### config.mk
export PLATFORM = sky130hd
export DESIGN_NAME = cspe_exec
export DESIGN_NICKNAME = d
export VERILOG_FILES = /design/src/common/cspe_pkg.sv /design/src/rtl/cspe_exec.sv
export SDC_FILE = /design/constraint.sdc
export NUM_CORES = 2
export LEC_CHECK = 0
export ABC_CLOCK_PERIOD_IN_PS = 17200
export BUFFER_PORTS_ARGS = -buffer_cell sky130_fd_sc_hd__buf_2
export CORE_AREA = 3 3 399 401
export DETAILED_ROUTE_END_ITERATION = 6
export DIE_AREA = 0 0 402 404
export GPL_TIMING_DRIVEN = 0
export MAX_ROUTING_LAYER = met4
export SLEW_MARGIN = 30
export SYNTH_ARGS = -nofsm -noshare
export SYNTH_HDL_FRONTEND = slang
export SYNTH_SLANG_ARGS = --single-unit
### constraint.sdc
create_clock -name clk -period 17.2 [get_ports clk]
set_input_delay 0.86 -clock clk [delete_from_list [all_inputs] [get_ports clk]]
set_output_delay 0.86 -clock clk [all_outputs]
set_load 0.02 [all_outputs]
### src/common/cspe_pkg.sv
// How it works
// - push stores the return address and zero to twelve saved registers
// - extra stack space is added or released in sixteen byte steps
// - register list codes zero to three are reserved and trap as illegal
// - capability mode push stores full capabilities, checked against stack capability
// - legacy push stores integer registers, checked against default data capability
// - failed push check reports data fault with tag, seal, permission or length cause
// - failed pop check reports data fault with tag, seal, read permission or length
// - pop reloads return address and saved registers, then releases the frame
// - return variants jump through the reloaded return address after the frame is gone
// - return variant loads are checked like ordinary loads of the mode
// - return target checked against return capability, or program counter capability
// - load faults report data type, return faults report instruction access type
// - return-zero variant clears argument register zero before returning
// - return variants and table jumps are illegal while in debug mode
// - paired moves use three bit saved register specifiers
// - specifiers 0 and 1 are x8 and x9, 2 to 7 are x18 to x23
// - paired moves copy argument pair to saved pair or back
// - both writes of a paired move land in one cycle
// - table entries are plain address-width words in either mode
// - table base register is a capability-width alias port
// - table reads are checked against the table capability, never the code capability
// - valid entry range is recomputed after each table capability write
package cspe_pkg;
	localparam int XLEN = 32;
	localparam int CAPW = 2 * XLEN;
	localparam int SLOT_INT = XLEN / 8;
	localparam int SLOT_CAP = CAPW / 8;
	localparam int ADJ_UNIT = 16;
	localparam logic [3:0] RLIST_MIN = 4'h4;
	localparam logic [3:0] RLIST_ALL = 4'hf;
	localparam logic [3:0] ALL_REGS = 4'hd;
	localparam logic [4:0] REG_RA = 5'h01;
	localparam logic [4:0] REG_A0 = 5'h0a;
	localparam logic [4:0] REG_A1 = 5'h0b;
	localparam logic [4:0] REG_S0 = 5'h08;
	localparam logic [4:0] REG_S2_OFS = 5'h10;
	localparam logic [1:0] OPC_C2 = 2'h2;
	localparam logic [2:0] F3_ZCM = 3'h5;
	localparam logic [4:0] SEL_PUSH = 5'h18;
	localparam logic [4:0] SEL_POP = 5'h1a;
	localparam logic [4:0] SEL_POPRETZ = 5'h1c;
	localparam logic [4:0] SEL_POPRET = 5'h1e;
	localparam logic [2:0] SEL_MV = 3'h3;
	localparam logic [2:0] SEL_JT = 3'h0;
	localparam logic [1:0] MV_A2S = 2'h1;
	localparam logic [1:0] MV_S2A = 2'h3;
	localparam logic [7:0] JALT_MIN = 8'h20;
	localparam logic [1:0] FT_DATA = 2'h1;
	localparam logic [1:0] FT_IFETCH = 2'h2;
	localparam logic [3:0] CAUSE_NONE = 4'h0;
	localparam logic [3:0] CAUSE_TAG = 4'h1;
	localparam logic [3:0] CAUSE_SEAL = 4'h2;
	localparam logic [3:0] CAUSE_PERM = 4'h3;
	localparam logic [3:0] CAUSE_LEN = 4'h4;
	typedef struct packed {
		logic tag;
		logic sealed;
		logic perm_r;
		logic perm_w;
		logic perm_x;
		logic [XLEN-1:0] base;
		logic [XLEN:0] top;
		logic [XLEN-1:0] addr;
	} cspe_cap_t;
	typedef struct packed {
		logic valid;
		logic [4:0] addr;
		logic [CAPW-1:0] data;
		logic valid2;
		logic [4:0] addr2;
		logic [CAPW-1:0] data2;
	} cspe_regwr_t;
	typedef struct packed {
		logic valid;
		logic we;
		logic cap;
		logic [XLEN-1:0] addr;
		logic [CAPW-1:0] wdata;
	} cspe_mem_t;
	typedef struct packed {
		logic valid;
		logic [1:0] ftype;
		logic [3:0] cause;
	} cspe_fault_t;
	typedef struct packed {
		logic valid;
		logic link;
		logic [XLEN-1:0] target;
	} cspe_jump_t;
	typedef enum logic [2:0] {OP_PUSH, OP_POP, OP_POPRET, OP_POPRETZ, OP_MVA2S, OP_MVS2A, OP_JT} cspe_op_t;
	typedef enum logic [2:0] {S_IDLE, S_PRD, S_LD, S_WAIT, S_SP, S_RET, S_MV, S_JT} cspe_st_t;
endpackage : cspe_pkg

### src/rtl/cspe_exec.sv
`timescale 1ns/1ps
module cspe_exec (
	input  wire logic               clk,
	input  wire logic               nrst,
	input  wire logic               instr_valid,
	input  wire logic [15:0]        instr,
	input  wire logic               cap_mode,
	input  wire logic               debug_mode,
	input  wire logic [cspe_pkg::XLEN-1:0] sp_addr,
	input  wire cspe_pkg::cspe_cap_t sp_cap,
	input  wire cspe_pkg::cspe_cap_t ddc_cap,
	input  wire cspe_pkg::cspe_cap_t pcc_cap,
	input  wire cspe_pkg::cspe_cap_t ret_cap,
	input  wire cspe_pkg::cspe_cap_t jvt_cap,
	input  wire logic               jvt_write,
	input  wire logic [cspe_pkg::CAPW-1:0] reg_rdata,
	input  wire logic               mem_ack,
	input  wire logic [cspe_pkg::CAPW-1:0] mem_rdata,
	output logic                    busy,
	output logic [4:0]              reg_raddr,
	output cspe_pkg::cspe_regwr_t   reg_wr,
	output cspe_pkg::cspe_mem_t     mem,
	output logic                    sp_we,
	output logic [cspe_pkg::XLEN-1:0] sp_wdata,
	output cspe_pkg::cspe_jump_t    jump,
	output cspe_pkg::cspe_fault_t   fault,
	output logic                    illegal,
	output logic                    done
);
	import cspe_pkg::*;

	typedef struct packed {
		cspe_st_t st;
		cspe_op_t op;
		logic cm;
		logic [3:0] nregs;
		logic [3:0] k;
		logic [XLEN-1:0] adj;
		logic [XLEN-1:0] sp;
		logic [2:0] s2;
		logic [7:0] index;
		logic [8:0] jvt_cnt;
		logic [3:0] jvt_cause;
		logic busy;
		logic [4:0] raddr;
		cspe_regwr_t wr;
		cspe_mem_t mem;
		logic sp_we;
		logic [XLEN-1:0] sp_wdata;
		cspe_jump_t jump;
		cspe_fault_t fault;
		logic illegal;
		logic done;
	} cspe_state_t;

	cspe_state_t r;
	cspe_state_t n;

	// saved-register specifier to register number
	function automatic logic [4:0] sreg_x(input logic [3:0] s);
		if (s < 4'h2)
			return REG_S0 + {1'b0, s};
		else
			return REG_S2_OFS + {1'b0, s};
	endfunction : sreg_x

	// frame slot k: return address first, then s0 upward
	function automatic logic [4:0] frame_x(input logic [3:0] k);
		if (k == 4'h0)
			return REG_RA;
		else
			return sreg_x(k - 4'h1);
	endfunction : frame_x

	// authority check, priority tag, seal, permission, length
	function automatic logic [3:0] chk(input cspe_cap_t c, input logic p, input logic [XLEN-1:0] a,
		input logic [XLEN:0] nb);
		if (!c.tag)
			return CAUSE_TAG;
		else if (c.sealed)
			return CAUSE_SEAL;
		else if (!p)
			return CAUSE_PERM;
		else if (a < c.base || {1'b0, a} + nb > c.top)
			return CAUSE_LEN;
		else
			return CAUSE_NONE;
	endfunction : chk

	logic [XLEN-1:0] slot;
	logic [XLEN-1:0] nbytes;
	logic [XLEN-1:0] addr_ofs;
	logic [XLEN-1:0] acc_addr;
	logic [3:0] rl;
	logic [3:0] rl_n;
	cspe_cap_t auth;
	logic [3:0] cause;
	logic [XLEN:0] jvt_span;

	// decode helpers shared by the sequencer
	always_comb
	begin
		rl = instr[7:4];
		rl_n = (rl == RLIST_ALL) ? ALL_REGS : rl - 4'h3;
		slot = cap_mode ? XLEN'(SLOT_CAP) : XLEN'(SLOT_INT);
		nbytes = XLEN'(rl_n) * slot;
		addr_ofs = XLEN'({1'b0, r.k} + 5'h01) * (r.cm ? XLEN'(SLOT_CAP) : XLEN'(SLOT_INT));
		// push goes below the old sp, pop reads the frame above the current sp
		acc_addr = (r.op == OP_PUSH) ? r.sp - addr_ofs : r.sp + r.adj - addr_ofs;
		auth = r.cm ? sp_cap : ddc_cap;
		jvt_span = jvt_cap.top - {1'b0, jvt_cap.addr};
	end

	// the whole sequencer: one next-state copy per cycle
	always_comb
	begin
		n = r;
		n.wr.valid = 1'b0;
		n.wr.valid2 = 1'b0;
		n.sp_we = 1'b0;
		n.jump.valid = 1'b0;
		n.fault.valid = 1'b0;
		n.illegal = 1'b0;
		n.done = 1'b0;
		cause = CAUSE_NONE;
		// range recomputed on each table-base write, so reads only compare the index
		if (jvt_write)
		begin
			n.jvt_cause = chk(jvt_cap, jvt_cap.perm_x, jvt_cap.base, {(XLEN+1){1'b0}});
			if (jvt_cap.addr < jvt_cap.base || jvt_cap.addr > jvt_cap.top[XLEN-1:0] && !jvt_cap.top[XLEN])
				n.jvt_cnt = 9'h000;
			else if (jvt_span[XLEN:10] != '0)
				n.jvt_cnt = 9'h100;
			else
				n.jvt_cnt = 9'(jvt_span[9:0] >> $clog2(SLOT_INT));
		end
		unique case (r.st)
			S_IDLE:
			begin
				n.busy = 1'b0;
				if (instr_valid)
				begin
					n.busy = 1'b1;
					n.cm = cap_mode;
					n.sp = sp_addr;
					n.k = 4'h0;
					n.nregs = rl_n;
					// frame rounded up to 16 bytes plus the extra multiples
					n.adj = ((nbytes + XLEN'(ADJ_UNIT - 1)) & ~XLEN'(ADJ_UNIT - 1))
						+ XLEN'(instr[3:2]) * XLEN'(ADJ_UNIT);
					n.index = instr[9:2];
					n.s2 = instr[4:2];
					n.raddr = REG_RA;
					n.st = S_IDLE;
					if (instr[1:0] != OPC_C2 || instr[15:13] != F3_ZCM)
						n.illegal = 1'b1;
					else if (instr[12:8] == SEL_PUSH || instr[12:8] == SEL_POP
						|| instr[12:8] == SEL_POPRET || instr[12:8] == SEL_POPRETZ)
					begin
						unique case (instr[12:8])
							SEL_PUSH: n.op = OP_PUSH;
							SEL_POP: n.op = OP_POP;
							SEL_POPRET: n.op = OP_POPRET;
							default: n.op = OP_POPRETZ;
						endcase
						if (rl < RLIST_MIN)
							n.illegal = 1'b1;
						else if (debug_mode && instr[12:8] != SEL_PUSH && instr[12:8] != SEL_POP)
							n.illegal = 1'b1;
						else
							n.st = (instr[12:8] == SEL_PUSH) ? S_PRD : S_LD;
					end
					else if (instr[12:10] == SEL_MV && (instr[6:5] == MV_A2S || instr[6:5] == MV_S2A))
					begin
						n.op = (instr[6:5] == MV_A2S) ? OP_MVA2S : OP_MVS2A;
						// first source read now, second in the next state
						n.raddr = (instr[6:5] == MV_A2S) ? REG_A0 : sreg_x({1'b0, instr[9:7]});
						n.st = S_MV;
					end
					else if (instr[12:10] == SEL_JT && !debug_mode)
					begin
						n.op = OP_JT;
						if (r.jvt_cause != CAUSE_NONE || {1'b0, instr[9:2]} >= r.jvt_cnt)
						begin
							n.fault.valid = 1'b1;
							n.fault.ftype = FT_IFETCH;
							n.fault.cause = (r.jvt_cause != CAUSE_NONE) ? r.jvt_cause : CAUSE_LEN;
						end
						else
						begin
							n.mem.valid = 1'b1;
							n.mem.we = 1'b0;
							n.mem.cap = 1'b0;
							n.mem.addr = jvt_cap.addr + XLEN'(instr[9:2]) * XLEN'(SLOT_INT);
							n.st = S_JT;
						end
					end
					else
						n.illegal = 1'b1;
					n.busy = (n.st != S_IDLE);
				end
			end
			S_PRD:
			begin
				cause = chk(auth, auth.perm_w, acc_addr, {1'b0, slot});
				if (cause != CAUSE_NONE)
				begin
					n.fault = '{valid: 1'b1, ftype: FT_DATA, cause: cause};
					n.st = S_IDLE;
					n.busy = 1'b0;
				end
				else
				begin
					n.mem.valid = 1'b1;
					n.mem.we = 1'b1;
					n.mem.cap = r.cm;
					n.mem.addr = acc_addr;
					n.mem.wdata = r.cm ? reg_rdata : {{XLEN{1'b0}}, reg_rdata[XLEN-1:0]};
					n.st = S_WAIT;
				end
			end
			S_LD:
			begin
				cause = chk(auth, auth.perm_r, acc_addr, {1'b0, slot});
				if (cause != CAUSE_NONE)
				begin
					n.fault = '{valid: 1'b1, ftype: FT_DATA, cause: cause};
					n.st = S_IDLE;
					n.busy = 1'b0;
				end
				else
				begin
					n.mem.valid = 1'b1;
					n.mem.we = 1'b0;
					n.mem.cap = r.cm;
					n.mem.addr = acc_addr;
					n.st = S_WAIT;
				end
			end
			S_WAIT:
			begin
				if (mem_ack)
				begin
					n.mem.valid = 1'b0;
					if (r.op != OP_PUSH)
					begin
						n.wr.valid = 1'b1;
						n.wr.addr = frame_x(r.k);
						n.wr.data = r.cm ? mem_rdata : {{XLEN{1'b0}}, mem_rdata[XLEN-1:0]};
					end
					n.k = r.k + 4'h1;
					n.raddr = frame_x(r.k + 4'h1);
					if (r.k + 4'h1 == r.nregs)
						n.st = S_SP;
					else
						n.st = (r.op == OP_PUSH) ? S_PRD : S_LD;
				end
			end
			S_SP:
			begin
				n.sp_we = 1'b1;
				n.sp_wdata = (r.op == OP_PUSH) ? r.sp - r.adj : r.sp + r.adj;
				if (r.op == OP_POPRETZ)
				begin
					n.wr.valid = 1'b1;
					n.wr.addr = REG_A0;
					n.wr.data = '0;
				end
				if (r.op == OP_POPRET || r.op == OP_POPRETZ)
					n.st = S_RET;
				else
				begin
					n.st = S_IDLE;
					n.busy = 1'b0;
					n.done = 1'b1;
				end
			end
			S_RET:
			begin
				// ret_cap reflects the return register reloaded by this pop
				if (r.cm)
					cause = chk(ret_cap, ret_cap.perm_x, ret_cap.addr, {{XLEN{1'b0}}, 1'b1} + 1'b1);
				else
					cause = chk(pcc_cap, pcc_cap.perm_x, ret_cap.addr, {{XLEN{1'b0}}, 1'b1} + 1'b1);
				if (cause != CAUSE_NONE)
					n.fault = '{valid: 1'b1, ftype: FT_IFETCH, cause: cause};
				else
				begin
					n.jump = '{valid: 1'b1, link: 1'b0, target: ret_cap.addr};
					n.done = 1'b1;
				end
				n.st = S_IDLE;
				n.busy = 1'b0;
			end
			S_MV:
			begin
				if (r.k == 4'h0)
				begin
					n.wr.data = reg_rdata;
					n.raddr = (r.op == OP_MVA2S) ? REG_A1 : sreg_x({1'b0, r.s2});
					n.k = 4'h1;
				end
				else
				begin
					// both destinations written in the same cycle
					n.wr.valid = 1'b1;
					n.wr.valid2 = 1'b1;
					n.wr.addr = (r.op == OP_MVA2S) ? sreg_x({1'b0, r.index[7:5]}) : REG_A0;
					n.wr.addr2 = (r.op == OP_MVA2S) ? sreg_x({1'b0, r.s2}) : REG_A1;
					n.wr.data = r.cm ? r.wr.data : {{XLEN{1'b0}}, r.wr.data[XLEN-1:0]};
					n.wr.data2 = r.cm ? reg_rdata : {{XLEN{1'b0}}, reg_rdata[XLEN-1:0]};
					n.st = S_IDLE;
					n.busy = 1'b0;
					n.done = 1'b1;
				end
			end
			S_JT:
			begin
				if (mem_ack)
				begin
					n.mem.valid = 1'b0;
					n.jump = '{valid: 1'b1, link: r.index >= JALT_MIN, target: mem_rdata[XLEN-1:0]};
					n.st = S_IDLE;
					n.busy = 1'b0;
					n.done = 1'b1;
				end
			end
		endcase
	end

	// single state register; table range starts out invalid
	always_ff @(posedge clk)
	begin
		if (!nrst)
		begin
			r <= '0;
			r.st <= S_IDLE;
			r.jvt_cause <= CAUSE_TAG;
		end
		else
			r <= n;
	end

	assign busy = r.busy;
	assign reg_raddr = r.raddr;
	assign reg_wr = r.wr;
	assign mem = r.mem;
	assign sp_we = r.sp_we;
	assign sp_wdata = r.sp_wdata;
	assign jump = r.jump;
	assign fault = r.fault;
	assign illegal = r.illegal;
	assign done = r.done;

	logic [XLEN-1:0] sp_diff;
	assign sp_diff = sp_wdata - r.sp;
endmodule : cspe_exec

== After elaboration in Yosys (flattened, before gate mapping) ==
Index checks and enable logic that the tools add are counted.

* Register bits after elaboration: 424
* Input bits: 693
* Output and inout port bits: 321

* Eq/ne operators: 47
* Bitwise operators: 2
* Order comparisons: 18
* Mux-type cells: 124
* Reduce and logical (&&, ||, !) cells: 55
* $mul: 2
* $add $sub $neg: 25

{| class="wikitable"
|+ Operators with widths
! operator !! count
|-
| 2-to-1 mux 64 bit || 4
|-
| 2-to-1 mux 35 bit || 7
|-
| 2-to-1 mux 70 bit || 3
|-
| case mux 70 bit (3 select lines) || 1
|-
| less-than comparator 32 bit || 5
|-
| 2-to-1 mux 102 bit || 1
|-
| case mux 34 bit (3 select lines) || 1
|-
| > comparator 33 bit || 3
|-
| 2-to-1 mux 99 bit || 1
|-
| 2-to-1 mux 90 bit || 1
|-
| 2-to-1 mux 5 bit || 15
|-
| 2-to-1 mux 75 bit || 1
|-
| 2-to-1 mux 34 bit || 2
|-
| case mux 34 bit (2 select lines) || 1
|-
| 2-to-1 mux 3 bit || 22
|-
| 2-to-1 mux 32 bit || 2
|-
| subtractor 32 x 9 -> 32 bit || 2
|-
| 2-to-1 mux 4 bit || 13
|-
| 2-to-1 mux 7 bit || 7
|-
| 2-to-1 mux 6 bit || 8
|-
| inequality test 2 bit (second input constant) || 21
|-
| adder 32 x 2 -> 33 bit (second input constant) || 1
|-
| adder 32 x 4 -> 33 bit || 1
|-
| > comparator 32 x 33 -> 1 bit || 1
|-
| other kinds (64) || 149
|}

== Depth between registers and ports, before layout ==
* Depth after elaboration: 15
* Depth in mapped cells: 34
* Mapped depth without buffers: 30

== Least setup slack after synthesis ==
Ideal clock, no wire load.

* Kind: register to register
* From: register r[417] (netlist bit)
* To: register r (netlist bit mem[95])
* Cell stages (with the launch flop): 30
* Path buffers: 6
* Data arrival time: 6.362 ns
* Setup slack: 10.699 ns
* Required time: 17.062 ns
* Path through: dfxtp_1 -> clkbuf_1 -> clkbuf_1 -> buf_1 -> mux2i_1 -> ha_1 -> inv_1 -> ha_1 -> a21oi_1 -> a21o_1 -> a31oi_1 -> a21oi_2 -> o2111ai_4 -> nor4_4 -> buf_6 -> o21bai_4 -> nand3_4 -> a31o_1 -> xnor2_1 -> ha_1 -> nor2b_1 -> o2111ai_1 -> a31oi_1 -> a211o_1 -> o2bb2ai_1 -> o21ba_2 -> a311o_1 -> clkbuf_1 -> clkbuf_1 -> a31oi_2

* Cells in the longest elaborated chain, start to end: 15
* Elaborated cells between the ends (all ways): 27
* Classes of those cells: add/sub (3); mul (1); order compare (2); eq/ne (2); mux (15); reduce/logical (4)

{| class="wikitable"
|+ RTL lines
! what !! RTL line !! RTL
|-
| start: declaration || cspe_exec.sv:56 || <nowiki>cspe_state_t r;</nowiki>
|-
| start signal: assignment || cspe_exec.sv:341 || <nowiki>r <= n;</nowiki>
|-
| 2-to-1 mux 4 bit || cspe_exec.sv:107 || <nowiki>addr_ofs = XLEN'({1'b0, r.k} + 5'h01) * (r.cm ? XLEN'(SLOT_CAP) : XLEN'(SLOT_INT));</nowiki>
|-
| multiplier 5 x 4 -> 9 bit || cspe_exec.sv:107 ||
|-
| subtractor 32 x 9 -> 32 bit || cspe_exec.sv:109 || <nowiki>acc_addr = (r.op == OP_PUSH) ? r.sp - addr_ofs : r.sp + r.adj - addr_ofs;</nowiki>
|-
| 2-to-1 mux 32 bit || cspe_exec.sv:109 ||
|-
| adder 32 x 4 -> 33 bit || cspe_exec.sv:84 || <nowiki>else if (a < c.base || {1'b0, a} + nb > c.top)</nowiki>
|-
| > comparator 33 bit || cspe_exec.sv:84 ||
|-
| logical OR 1 bit || cspe_exec.sv:84 ||
|-
| 2-to-1 mux 3 bit || cspe_exec.sv:84 ||
|-
| 2-to-1 mux 4 bit / 2-to-1 mux 3 bit (equally long branches) || cspe_exec.sv:82 || <nowiki>else if (!p)</nowiki>
|-
| 2-to-1 mux 4 bit / 2-to-1 mux 3 bit (equally long branches) || cspe_exec.sv:80 || <nowiki>else if (c.sealed)</nowiki>
|-
| 2-to-1 mux 4 bit / 2-to-1 mux 3 bit (equally long branches) || cspe_exec.sv:78 || <nowiki>if (!c.tag)</nowiki>
|-
| 2-to-1 mux 4 bit || cspe_exec.sv:137 || <nowiki>unique case (r.st)</nowiki>
|-
| nonzero test 4 bit (on tied branches) || cspe_exec.sv:225, cspe_exec.sv:206 ||
|-
| inequality test 2 bit (no source line) || - ||
|-
| AND reduction 9 bit (no source line) || - ||
|}

Several ways; a longest one is shown, not always the timed one. The select of a mux whose other input is x is not followed.
A chain may end at the register's enable or synchronous reset.

== Worst setup path in the final report ==
* From: register r[418] (netlist bit)
* To: register r (netlist bit mem[72])

* Cells in the longest elaborated chain, start to end: 13
* Elaborated cells between the ends (all ways): 23
* Classes of those cells: add/sub (1); order compare (2); eq/ne (2); mux (13); reduce/logical (5)

{| class="wikitable"
|+ RTL lines
! what !! RTL line
|-
| zero test 3 bit (*) || cspe_exec.sv:109
|-
| 2-to-1 mux 32 bit (*) || cspe_exec.sv:109
|-
| adder 32 x 4 -> 33 bit || cspe_exec.sv:84
|-
| > comparator 33 bit || cspe_exec.sv:84
|-
| logical OR 1 bit || cspe_exec.sv:84
|-
| 2-to-1 mux 3 bit || cspe_exec.sv:84
|-
| 2-to-1 mux 4 bit / 2-to-1 mux 3 bit (equally long branches) || cspe_exec.sv:82
|-
| 2-to-1 mux 4 bit / 2-to-1 mux 3 bit (equally long branches) || cspe_exec.sv:80
|-
| 2-to-1 mux 4 bit / 2-to-1 mux 3 bit (equally long branches) || cspe_exec.sv:78
|-
| 2-to-1 mux 4 bit || cspe_exec.sv:137
|-
| nonzero test 4 bit (on tied branches) || cspe_exec.sv:225, cspe_exec.sv:206
|-
| inequality test 2 bit (no source line) || -
|-
| AND reduction 9 bit (no source line) || -
|}

Mark *: on every way between the ends. The rest lies on a longest branch, timed or not. The select of a mux whose other input is x is not followed.

==> summary.txt <==
Run status
  – Status: complete, but fails checks
  – Failing checks: DRC

Setup path
  – R2R setup slack: approximately 7.4 ns
  – Critical Path Max Stage Delay: 0.69 ns
  – Worst Reg-to-Reg Cells: 28
  – Most frequent CP cell: clkbuf_1
  – Reg2reg end: mem[72]$_SDFFE_PN0P_
  – Critical path's slowest cell: nor4_1
  – Critical Path End Type: register
  – Worst path required time: 17.68 ns
  – Critical Path AT: slightly above 10 ns
  – Startpoint types: register
  – Reg2reg start: r[418]$_SDFFE_PN0P_
  – Crit path max fanout: 10
  – Worst Setup SP: r[418]$_SDFFE_PN0P_
  – Critical path class: register to register

Placed design
  – Placed wire-length estimate: 160 mm
  – RePlAce Congestion: 0.991
  – I/O Buffers: 905

Global route
  – First-pass GRT wire length: 255 mm
  – Vias in the first global route: about 34000
  – Grt total ovfl: 0
  – Gr usage total: 22.4%
  – Initial antenna violation count: 47
  – Largest net degree at the start of global routing: 16

Routing
  – ANT nets after route: 0
  – Via density per instance: 4.83
  – DRC: 1
  – Initial DRC count: 3048
  – Routed len/inst: 25.6 microns
  – First-pass DRT Iterations: 7
  – Via count: 35000
  – Final wirelength: 185 mm

Timing
  – Endpoints failing setup: 0
  – Max_slew headroom: between 20% and 30%
  – Setup TNS: 0 ns
  – Final min period: 9.84 ns
  – Worst slew pin tran: approximately 1.1 ns
  – Fin crit share: between 50 and 60%
  – Max-slew violation count: 0
  – RSZ-0062 raised after global routing: false
  – Hold Vio Cnt, Final: 0
  – Max Freq: 102 MHz
  – Worst Skew: 0.0508 ns

Hold path
  – Hold EP: mem[59]$_SDFFE_PN0P_
  – Hold Path Class: register to register
  – Hold_sp: mem[59]$_SDFFE_PN0P_
  – Hold Path Depth: 2

Clock network
  – Skew-Pair Late Insertion Delay: 0.66 ns
  – CTS resizes: 0
  – TritonCTS sink count: 391
  – Post-cts hold buffer count: 0
  – H-tree levels: 2
  – Worst-path clk slew: 0.06 ns
  – CTS Root Cell: clkbuf_16
  – CTS Buf Count: 50
  – TritonCTS clock tree: done
  – Clk buf depth: 3
  – Postcts setup bufs: 0

Power and ir drop
  – Leak: 0.0198 uW
  – Total power: 3080 uW
  – Peak VDD IR: roughly 0.070 mV
  – Cell Pwr Density: approximately 74 mW/mm^2

Yosys
  – Fraction of registers with async set/reset: 0%
  – Count of cell types in the netlist: 100
  – Top post-synthesis cells by area: dfxtp_1, ha_1, buf_4
  – Sequential-to-total area share from yosys stat: approximately 24%
  – EDFF count, synth: 0
  – Synth Warn #: 0
  – Mapped Cells: between 4000 and 5000
  – Synthesized area per cell: just under 8 sq um
  – Yosys top cell by area: dfxtp_1
  – Cell Area, Synth: 0.0326 sq mm
  – #FFs+latches synth: 391
  – Primary FF master, synth: dfxtp_1
  – Yosys top cell area share: 24.0%

Final layout
  – Commonest non-fill, non-tap cell in the layout: buf_2
  – Share of layout cells above drive strength 1: 27.1%
  – Most frequent cells in the layout: buf_2, nand2_1, dfxtp_1, ha_1, a21oi_1
  – Post-Route Utilization: 26.6%
  – Layout area overhead: 27.4%
  – Number of nets in the layout: roughly 6200

Floorplan
  – Die area: 0.162 sq mm
  – Die width: 402 microns
  – Number of I/O pins: ~1000
  – Starting density of the core: 20.9%
  – Die Y-Extent: 404 microns
  – Rows: 145
  – Core area: roughly 0.16 sq mm

Job
  – Maxcap violations: 0
registers in the layout, indices dropped and copies added, names as in the netlist:
register,count
busy,1
done,1
fault,6
illegal,1
jump,34
mem,99
r,71
reg_raddr,5
reg_wr,140
sp_wdata,32
sp_we,1
worst max-delay path, delay by kind of cell (launching register included):
family / cells / cell delay, ns
compound gates: 10 / 2.75
flops: 1 / 0.47
fa+ha+maj: 2 / 0.64
simple gates: 8 / 2.37
buf+inv: 7 / 2.84
xor+xnor: 1 / 0.56
layer usage:
metal,up-vias,global-route usage [%],routed length (microns)
met5,-,-,0
met2,1464,37.9,88800
met3,197,3.75,12300
met4,0,7.12,6390
li1,16500,-,-
met1,16900,27.1,78000
cells in the mapped netlist (21+ instances only):
master    number
inv_1        299
mux2i_1       79
o21ai_0      133
xnor2_1      131
clkbuf_1     179
nor2b_1       33
dfxtp_1      391
nand4_1       79
nor4_1        34
a222oi_1      65
and2_1        21
a21oi_1      353
o211ai_1      26
ha_1         373
a21o_1        93
nand2b_1      34
a31oi_1       29
a211oi_1      44
xor2_1        53
and3_1        56
buf_4        317
nor3_1        74
a22oi_1       23
nor2_1       262
a22o_1        67
nand2_1      459
nand3_1      115
o21a_1        58
cell families after synthesis:
family	after synthesis	share of synthesized area, %
and+or+nand+nor	1251	18.3
AOI/OAI and AO/OA	1055	22.1
buffers and inverters	822	13.3
DFF	391	24.0
adders and majority gates	379	14.7
xor gates and xnor gates	185	4.99
muxes	85	2.64
other	1	0.0115
worst max path at each step:
stage | end | slack, ns | cells after the start
after floorplan | mem[95]$_SDFFE_PN0P_ | 10.70 | 29
after global placement | mem[25]$_SDFFE_PN0P_ | 5.64 | 28
after detailed placement | mem[25]$_SDFFE_PN0P_ | 7.36 | 29
after CTS | mem[28]$_SDFFE_PN0P_ | 7.33 | 29
after global routing | mem[81]$_SDFFE_PN0P_ | 6.87 | 28
final | mem[72]$_SDFFE_PN0P_ | 7.36 | 28
metrics by stage:
step	hold WS, ns	area [sq um]	instances	setup slack (ns)
after floorplan	0.432	32600	4172	10.70
after global placement	0.439	39700	7135	5.64
after detailed placement	0.444	39800	7137	7.36
after CTS	0.406	41400	7222	7.33
after global routing	0.438	41500	7252	6.87
final	0.451	41500	7256	7.36
where the power goes:
| group | internal [uW] | total [uW] | switching (uW) | leakage [uW] |
|---|---|---|---|---|
| registers | 932 | 956 | 23.7 | 0.00316 |
| logic | 386 | 1070 | 679 | 0.0158 |
| clock network | 588 | 1060 | 468 | 0.000778 |
cell type report:
cell class                 instances  area [sq um]
fill                           17400        114000
multi-input combinational       2959         20500
sequential                       391          7830
timing repair buffer             907          4580
buffer                           522          3220
tap                             2058          2570
clock buffer                      63          1380
inverter                         300          1130
clock inverter                    22           243
antenna                           34          85.1
Note: power is estimated with default switching activity, not from simulation.
